$ cat src/pkg/opdc_defs.vh
/*
 output and deep-sleep control register bank: offsets, field positions,
 reset values and mode codes. assumes inclusion by bare name.
*/
`ifndef OPDC_DEFS_VH
`define OPDC_DEFS_VH

// ----------------------------------------
// register offsets
// ----------------------------------------
`define OPDC_ADDR_W            13
`define OPDC_OFF_OUT_CTRL      13'h1014
`define OPDC_OFF_SLEEP_CTRL    13'h107C

// ----------------------------------------
// output control fields
// ----------------------------------------
`define OPDC_OUT_WAIT_EN_BIT   0
`define OPDC_OUT_PULLUP_OFF    1
`define OPDC_OUT_TURBO_BIT     2
`define OPDC_OUT_RESET         3'h1

// ----------------------------------------
// deep-sleep control fields and codes
// ----------------------------------------
`define OPDC_SLP_PERMIT_BIT    7
`define OPDC_SLP_RESET         4'h0
`define OPDC_MODE_UNUSED       4'h0
`define OPDC_MODE_EXIT_RISE    4'h1
`define OPDC_MODE_EXIT_FALL    4'h2
`define OPDC_MODE_LEVEL_HIGH   4'h4
`define OPDC_MODE_LEVEL_LOW    4'h8

// ----------------------------------------
// timing
// ----------------------------------------
`define OPDC_SLOW_OE_NS        40
`define OPDC_CLK_NS            20
// settling wait in whole clocks: 40 ns at a 20 ns clock
`define OPDC_SLOW_OE_CYC       4'h2

`endif

$ cat src/hw/opdc_ctrl.v
/*
 output behaviour and deep-sleep pin control registers with the logic they steer.
 assumes a single-cycle register port and inputs synchronous to sys_clk.
*/
// Implementation choice: the strobed register port.
// Contract
// [RL1] output control register resets only on hardware reset, not soft reset mode
// [RL2] writes to output control register accepted regardless of cascade position
// [RL3] bit0 (reset 1) enables boot-wait output during soft-reset download
// [RL4] hardware reset sets bit0; wait output held until boot download finishes
// [RL5] bit1 high disables upper pull-ups; low enables them when width strap is 0
// [RL6] bit2 high enables output buffers at once; low waits a settling delay
// [RL7] output bits 7..3 and sleep bits 6..4 read as zero
// [RL8] mode 0000 ignores pin; 0100 sleeps while pin high; 1000 while low
// [RL9] mode 0001 exits sleep on rising edge; 0010 on falling edge
// [RL10] sleep bit7 reads 1 whenever deep sleep is currently possible
// [RL11] width strap taken directly from its configuration pin level
// [RL12] unlisted mode codes treat the pin as unused
`default_nettype none
`include "opdc_defs.vh"

module opdc_ctrl
(
    // clock and reset
    input  wire                     sys_clk,
    input  wire                     resetn,
    // register port
    input  wire [`OPDC_ADDR_W-1:0]  reg_addr,
    input  wire [7:0]               reg_wdata,
    input  wire                     reg_wr,
    input  wire                     reg_rd,
    output reg  [7:0]               reg_rdata,
    // device state
    input  wire                     soft_reset_mode,
    input  wire                     download_busy,
    input  wire                     soft_download,
    input  wire                     sleep_capable,
    input  wire [1:0]               cascade_position_in,
    // pins
    input  wire                     width_strap_in,
    input  wire                     deep_sleep_pin,
    input  wire                     oe_n_in,
    input  wire                     ce_n_in,
    output reg                      boot_wait_n_out,
    output reg                      boot_wait_oe,
    output reg                      upper_data_pullup_en,
    output reg                      data_out_en,
    output reg                      deep_sleep_active
);

// ----------------------------------------
// one-hot state codes
// ----------------------------------------
localparam [2:0] BOOT_HW    = 3'h1;
localparam [2:0] BOOT_IDLE  = 3'h2;
localparam [2:0] BOOT_SOFT  = 3'h4;
localparam [1:0] SLP_AWAKE  = 2'h1;
localparam [1:0] SLP_ASLEEP = 2'h2;

// ----------------------------------------
// decoding functions
// ----------------------------------------
// register offset match, shared by writes and reads
function addr_hit;
    input [`OPDC_ADDR_W-1:0] addr;
    input [`OPDC_ADDR_W-1:0] offset;
    begin
        addr_hit = (addr == offset);
    end
endfunction

// mode codes that give the pin a role
function mode_listed;
    input [3:0] mode;
    begin
        case (mode)
            `OPDC_MODE_EXIT_RISE:  mode_listed = 1'b1;
            `OPDC_MODE_EXIT_FALL:  mode_listed = 1'b1;
            `OPDC_MODE_LEVEL_HIGH: mode_listed = 1'b1;
            `OPDC_MODE_LEVEL_LOW:  mode_listed = 1'b1;
            default:               mode_listed = 1'b0; // RL12
        endcase
    end
endfunction

// level modes: the pin level that asks for sleep
function level_wants_sleep;
    input [3:0] mode;
    input       pin;
    begin
        case (mode)
            `OPDC_MODE_LEVEL_HIGH: level_wants_sleep = pin; // RL8
            `OPDC_MODE_LEVEL_LOW:  level_wants_sleep = ~pin; // RL8
            default:               level_wants_sleep = 1'b0;
        endcase
    end
endfunction

// edge modes: the pin edge that ends sleep
function edge_ends_sleep;
    input [3:0] mode;
    input       pin;
    input       pin_d;
    begin
        case (mode)
            `OPDC_MODE_EXIT_RISE: edge_ends_sleep = pin & ~pin_d; // RL9
            `OPDC_MODE_EXIT_FALL: edge_ends_sleep = ~pin & pin_d; // RL9
            default:              edge_ends_sleep = 1'b0;
        endcase
    end
endfunction

// level modes follow the pin both ways
function is_level_mode;
    input [3:0] mode;
    begin
        is_level_mode = (mode == `OPDC_MODE_LEVEL_HIGH) | (mode == `OPDC_MODE_LEVEL_LOW);
    end
endfunction

// ----------------------------------------
// registers and decode
// ----------------------------------------
reg  [2:0]  out_ctrl_r;
reg  [3:0]  sleep_mode_r;
reg  [2:0]  boot_state_r;
reg  [2:0]  boot_state_nxt;
reg  [1:0]  sleep_state_r;
reg  [1:0]  sleep_state_nxt;
reg         pin_d_r;
reg  [3:0]  oe_cnt_r;
reg  [3:0]  oe_cnt_nxt;
wire        wr_out       = reg_wr & addr_hit(reg_addr, `OPDC_OFF_OUT_CTRL);
wire        wr_sleep     = reg_wr & addr_hit(reg_addr, `OPDC_OFF_SLEEP_CTRL);
wire        rd_out       = reg_rd & addr_hit(reg_addr, `OPDC_OFF_OUT_CTRL);
wire        rd_sleep     = reg_rd & addr_hit(reg_addr, `OPDC_OFF_SLEEP_CTRL);
wire        oe_req       = ~oe_n_in & ~ce_n_in;
wire        soft_wait    = download_busy & soft_download & out_ctrl_r[`OPDC_OUT_WAIT_EN_BIT];
wire        slow_oe_done = (oe_cnt_r >= `OPDC_SLOW_OE_CYC);
wire [7:0]  out_view     = {5'h00, out_ctrl_r};
wire [7:0]  sleep_view   = {sleep_capable, 3'h0, sleep_mode_r};
wire [7:0]  rdata_nxt;

// ----------------------------------------
// register writes
// ----------------------------------------
always @(posedge sys_clk or negedge resetn)
begin
    if (!resetn)
    begin
        out_ctrl_r   <= `OPDC_OUT_RESET; // RL1 RL4
        sleep_mode_r <= `OPDC_SLP_RESET;
    end
    else
    begin
        // soft reset mode and cascade position never gate these writes
        if (wr_out)
        begin
            out_ctrl_r <= reg_wdata[2:0]; // RL1 RL2
        end
        if (wr_sleep)
        begin
            sleep_mode_r <= reg_wdata[3:0];
        end
    end
end

// ----------------------------------------
// read data, one cycle later
// ----------------------------------------
genvar gi;
generate
    for (gi = 0; gi < 8; gi = gi + 1)
    begin : g_rd_bit
        assign rdata_nxt[gi] = (rd_out & out_view[gi]) | (rd_sleep & sleep_view[gi]); // RL7 RL10
    end
endgenerate

always @(posedge sys_clk or negedge resetn)
begin
    if (!resetn)
    begin
        reg_rdata <= 8'h00;
    end
    else
    begin
        reg_rdata <= rdata_nxt;
    end
end

// ----------------------------------------
// boot wait state machine
// ----------------------------------------
always @*
begin
    boot_state_nxt = boot_state_r;
    case (boot_state_r)
        BOOT_HW:
        begin
            if (!download_busy)
            begin
                boot_state_nxt = BOOT_IDLE; // RL4
            end
        end
        BOOT_IDLE:
        begin
            if (soft_wait)
            begin
                boot_state_nxt = BOOT_SOFT; // RL3
            end
        end
        BOOT_SOFT:
        begin
            if (!soft_wait)
            begin
                boot_state_nxt = BOOT_IDLE; // RL3
            end
        end
        default:
        begin
            boot_state_nxt = BOOT_IDLE;
        end
    endcase
end

always @(posedge sys_clk or negedge resetn)
begin
    if (!resetn)
    begin
        boot_state_r    <= BOOT_HW; // RL4
        boot_wait_n_out <= 1'b0;
        boot_wait_oe    <= 1'b1;
    end
    else
    begin
        boot_state_r    <= boot_state_nxt;
        // pin is pulled low only while a wait is due, else released high
        boot_wait_n_out <= (boot_state_nxt == BOOT_IDLE);
        boot_wait_oe    <= (boot_state_nxt != BOOT_IDLE); // RL3 RL4
    end
end

// ----------------------------------------
// upper data pull-ups
// ----------------------------------------
always @(posedge sys_clk or negedge resetn)
begin
    if (!resetn)
    begin
        upper_data_pullup_en <= 1'b0;
    end
    else
    begin
        upper_data_pullup_en <= ~out_ctrl_r[`OPDC_OUT_PULLUP_OFF] & ~width_strap_in; // RL5 RL11
    end
end

// ----------------------------------------
// output buffer enable
// ----------------------------------------
always @*
begin
    oe_cnt_nxt = oe_cnt_r;
    if (!oe_req)
    begin
        oe_cnt_nxt = 4'h0;
    end
    else if (oe_cnt_r != 4'hF)
    begin
        oe_cnt_nxt = oe_cnt_r + 4'h1;
    end
end

always @(posedge sys_clk or negedge resetn)
begin
    if (!resetn)
    begin
        data_out_en <= 1'b0;
        oe_cnt_r    <= 4'h0;
    end
    else
    begin
        oe_cnt_r <= oe_cnt_nxt;
        if (!oe_req)
        begin
            data_out_en <= 1'b0;
        end
        else if (out_ctrl_r[`OPDC_OUT_TURBO_BIT])
        begin
            data_out_en <= 1'b1; // RL6
        end
        else
        begin
            data_out_en <= slow_oe_done; // RL6
        end
    end
end

// ----------------------------------------
// deep sleep state machine
// ----------------------------------------
always @*
begin
    sleep_state_nxt = sleep_state_r;
    case (sleep_state_r)
        SLP_AWAKE:
        begin
            if (level_wants_sleep(sleep_mode_r, deep_sleep_pin) && sleep_capable)
            begin
                sleep_state_nxt = SLP_ASLEEP; // RL8
            end
        end
        SLP_ASLEEP:
        begin
            if (!mode_listed(sleep_mode_r))
            begin
                sleep_state_nxt = SLP_AWAKE; // RL8 RL12
            end
            else if (is_level_mode(sleep_mode_r))
            begin
                if (!(level_wants_sleep(sleep_mode_r, deep_sleep_pin) && sleep_capable))
                begin
                    sleep_state_nxt = SLP_AWAKE; // RL8
                end
            end
            else if (edge_ends_sleep(sleep_mode_r, deep_sleep_pin, pin_d_r))
            begin
                sleep_state_nxt = SLP_AWAKE; // RL9
            end
        end
        default:
        begin
            sleep_state_nxt = SLP_AWAKE;
        end
    endcase
end

always @(posedge sys_clk or negedge resetn)
begin
    if (!resetn)
    begin
        pin_d_r           <= 1'b0;
        sleep_state_r     <= SLP_AWAKE;
        deep_sleep_active <= 1'b0;
    end
    else
    begin
        pin_d_r           <= deep_sleep_pin;
        sleep_state_r     <= sleep_state_nxt;
        deep_sleep_active <= (sleep_state_nxt == SLP_ASLEEP);
    end
end

endmodule
`default_nettype wire

$ cat config.mk
export PLATFORM = sky130hd
export DESIGN_NAME = opdc_ctrl
export DESIGN_NICKNAME = d
export VERILOG_FILES = /design/src/hw/opdc_ctrl.v
export VERILOG_INCLUDE_DIRS = /design/src /design/src/pkg
export SDC_FILE = /design/constraint.sdc
export NUM_CORES = 1
export LEC_CHECK = 0
export BUFFER_PORTS_ARGS = -buffer_cell sky130_fd_sc_hd__buf_4
export CAP_MARGIN = 25
export CORE_MARGIN = 2
export CORE_UTILIZATION = 45
export CTS_CLUSTER_DIAMETER = 60
export DETAILED_ROUTE_END_ITERATION = 16
export GPL_TIMING_DRIVEN = 0
export PLACE_DENSITY_LB_ADDON = 0.15
export SLEW_MARGIN = 40
export SYNTH_ARGS = -nofsm -noshare
export SYNTH_HDL_FRONTEND = slang
export SYNTH_SLANG_ARGS = --single-unit
$ cat constraint.sdc
create_clock -name sys_clk -period 1.99 [get_ports sys_clk]
set_clock_uncertainty 0.2 [all_clocks]
set_input_delay 0.2985 -clock sys_clk [delete_from_list [all_inputs] [get_ports sys_clk]]
set_output_delay 0.2985 -clock sys_clk [all_outputs]
set_load 0.03 [all_outputs]
==> reports/qor.csv <==
stage,metric,value,unit
yosys,netlist_area,0.001235,mm^2
timing,worst_slew_pin_slew,0.4871,ns
yosys,synth_ff_type,dfrtp_1,
finish,fin_nets,199,
timing,hold_ws,0.01990,ns
yosys,async_flop_share,1.000,
pwr,p_seq_frac,0.607,
pwr,p_int,0.7336,mW
timing,setup_viol,0,
timing,fin_crit_sh,0.9502,
critical_path,crit_fanout,4,
detailed_routing,via_count,980,
timing,finalHoldViolations,0,
clocking,htreeDepth,1,
clocking,cts.path.max_buffers,2,
global_routing,grt-ovfl-total,0,
timing,report.final.slew_viol_count,0,
pwr,leakage,0.8351,nW
finish,final_cell_count_no_fill,189,
global_routing,antenna_found_initial,0,
yosys,synth_top_cells_by_count,"dfrtp_1, nor2_1, inv_1",
floorplanning,num_rows,18,
detailed_routing,drc,0,
timing,period_needed,1.891,ns
critical_path,required,2.05,ns
critical_path,worst_setup_path_end_kind,flop,
finish,antenna_cells,0,
floorplanning,ioPinCount,48,
yosys,synth_edf_count,0,
floorplanning,coreArea,0.002545,mm^2
clocking,clkLatencyLatePin,0.31,ns
global_routing,grt_usage,0.1594,
pwr,powerDensity,568.6,mW/mm^2
clocking,clkTransAtPathRegs,0.13,ns
finish,drive_gt1_frac,0.3836,
pwr,combPwrFrac,0.157,
floorplanning,fp.dieW,56.39,um
detailed_routing,via_per_inst,5.185,
critical_path,worst-setup-path-type,flop to flop,
detailed_routing,drt_iter0_markers,19,
detailed_routing,wl,2337,um
clocking,cts_tree,built,
yosys,synth.avg_cell_area,11.87,um^2
yosys,synth-seq-area-share,0.5512,
floorplanning,die_area,0.003179,mm^2
timing,fmax,528.9,MHz
job,drv_cap,0,
clocking,cts_resized,0,
yosys,ys_warn_count,0,
pwr,clkPwrFrac,0.236,
placement,pre_cts_ws,-0.1312,ns
critical_path,arrival,1.95,ns
critical_path,startpoint_type,flop,
yosys,synth_most_common_cell,dfrtp_1,
status,status,completed,
finish,final_util,0.6667,
placement,portBuffers,37,
detailed_routing,wl_per_cell,12.37,um
pwr,total_power,0.9647,mW
pwr,p_sw,0.2311,mW
yosys,yosysTopAreaCellShare,0.4661,
yosys,synth_top_area_cell,dfrtp_1,
floorplanning,die_y,56.39,um
yosys,syn_inst,104,
yosys,synthDistinctLibCells,36,
detailed_routing,postRouteAntennaNets,0,
pwr,power.share.switching,0.2395,
detailed_routing,dr.pass1.iters,4,
clocking,clkSinkCount,27,
yosys,yosys-top-cells-area,"dfrtp_1, dfstp_2, mux2_4",
global_routing,grt_max_degree,28,
min_path,hold_path_class,input pin to flop,
placement,place_congestion,0.7310,
yosys,ys_ff_latch,27,
placement,place_hpwl,1784,um
finish,area.growth.synth_to_final,37.39,%
timing,slew_headroom,0.6709,
floorplanning,initial_core_util,0.4853,
global_routing,grt_pass1_vias,961,
pwr,ir_drop,441.3,uV
clocking,cts_made_buffers,3,
clocking,root_buffer,clkbuf_4,
global_routing,grt_pass1_wl,3967,um
timing,finalWorstSetupSlack,0.09910,ns
placement,dp.cells,173,
==> cell type report <==
cell class | instances | area (um^2)
buffer | 4 | 33.78
tap | 30 | 37.54
clock buffer | 4 | 26.28
fill | 196 | 848.3
timing repair buffer | 49 | 390.4
multi-input combinational | 69 | 505.5
inverter | 6 | 22.52
sequential | 27 | 680.7
==> registers in the layout, summed over array words and instances, names as in the netlist <==
| register | cells |
|---|---|
| sleep_mode_r | 4 |
| sleep_state_r | 2 |
| data_out_en | 1 |
| boot_wait_oe | 1 |
| boot_wait_n_out | 1 |
| upper_data_pullup_en | 1 |
| deep_sleep_active | 1 |
| out_ctrl_r | 3 |
| pin_d_r | 1 |
| reg_rdata | 5 |
| boot_state_r | 3 |
| oe_cnt_r | 4 |
==> path summary, 6_finish.rpt <==
check | from | to | cells past startpoint | slack, ns
min in group asynchronous | resetn | oe_cnt_r[3] | 2 | 0.22
hold / removal | reg_wdata[2] | out_ctrl_r[2] | 2 | 0.02
setup reg to reg | oe_cnt_r[1] | oe_cnt_r[0] | 5 | 0.1
setup / recovery | oe_cnt_r[1] | oe_cnt_r[0] | 5 | 0.1
hold reg to reg | boot_state_r[1] | boot_state_r[0] | 1 | 0.26
max in group asynchronous | resetn | out_ctrl_r[0] | 2 | 1.07
==> critical path: stages (launching register included) <==
cell,delay (ns)
dfrtp_1,0.43
ha_1,0.22
nand3_1,0.14
xnor2_1,0.15
nor3_1,0.12
dlygate4sd3_1,0.57
==> power groups by stage <==
stage / sequential, mW / clock (mW) / combinational, mW
finish: 0.586 / 0.228 / 0.151
global route: 0.589 / 0.263 / 0.172
CTS: 0.586 / 0.240 / 0.149
detailed placement: 0.596 / 0 / 0.137
global placement: 0.594 / 0 / 0.131
floorplan: 0.596 / 0 / 0.0647
==> timing repair <==
item	CTS	global route
setup endpoints to repair	0	1
hold endpoints to repair	34	1
setup buffers	0	3
hold buffers	8	1
==> cell usage in the layout (no fill, tap or decap), drive strengths merged, types with 2 or more instances in the layout <==
master and instances:
inv 6, mux2 7, dlygate4sd3 9, nor3 3, a2111oi 2, buf 44
xnor2 2, a31oi 2, nand2b 2, a22oi 4, nor2 12, ha 4
clkbuf 4, nor4 2, and3 4, nand2 2, nor2b 2, dfrtp 23
dfstp 4, conb 3, and2 2, nand3 3, o211ai 2
==> kinds of logic after synthesis <==
logic type / Yosys count / synth area share
other: 1 / 0.003037
multiplexers: 7 / 0.07599
AO/OA/AOI/OAI: 15 / 0.08713
flip-flops: 27 / 0.5512
AND/OR/NAND/NOR: 38 / 0.1824
adder cells (fa/ha/maj): 4 / 0.04053
buffers and inverters: 10 / 0.04559
XOR/XNOR: 2 / 0.01419
==> per-stage QoR <==
stage / setup TNS, ns / instance area [um^2]
5_1_grt: -0.002308 / 1697
4_1_cts: 0 / 1664
3_3_place_gp: -0.1873 / 1558
3_5_place_dp: -0.7766 / 1558
2_1_floorplan: 0 / 1242
6_report: 0 / 1697
==> per-layer routing <==
layer	up-vias	wire, um	GRT usage
li1	477	-	-
met1	481	954	0.1709
met2	18	1262	0.3059
met3	4	75	0.02074
met4	0	44	0.07143
met5	-	0	0
Power figures use the tool's default switching activity.
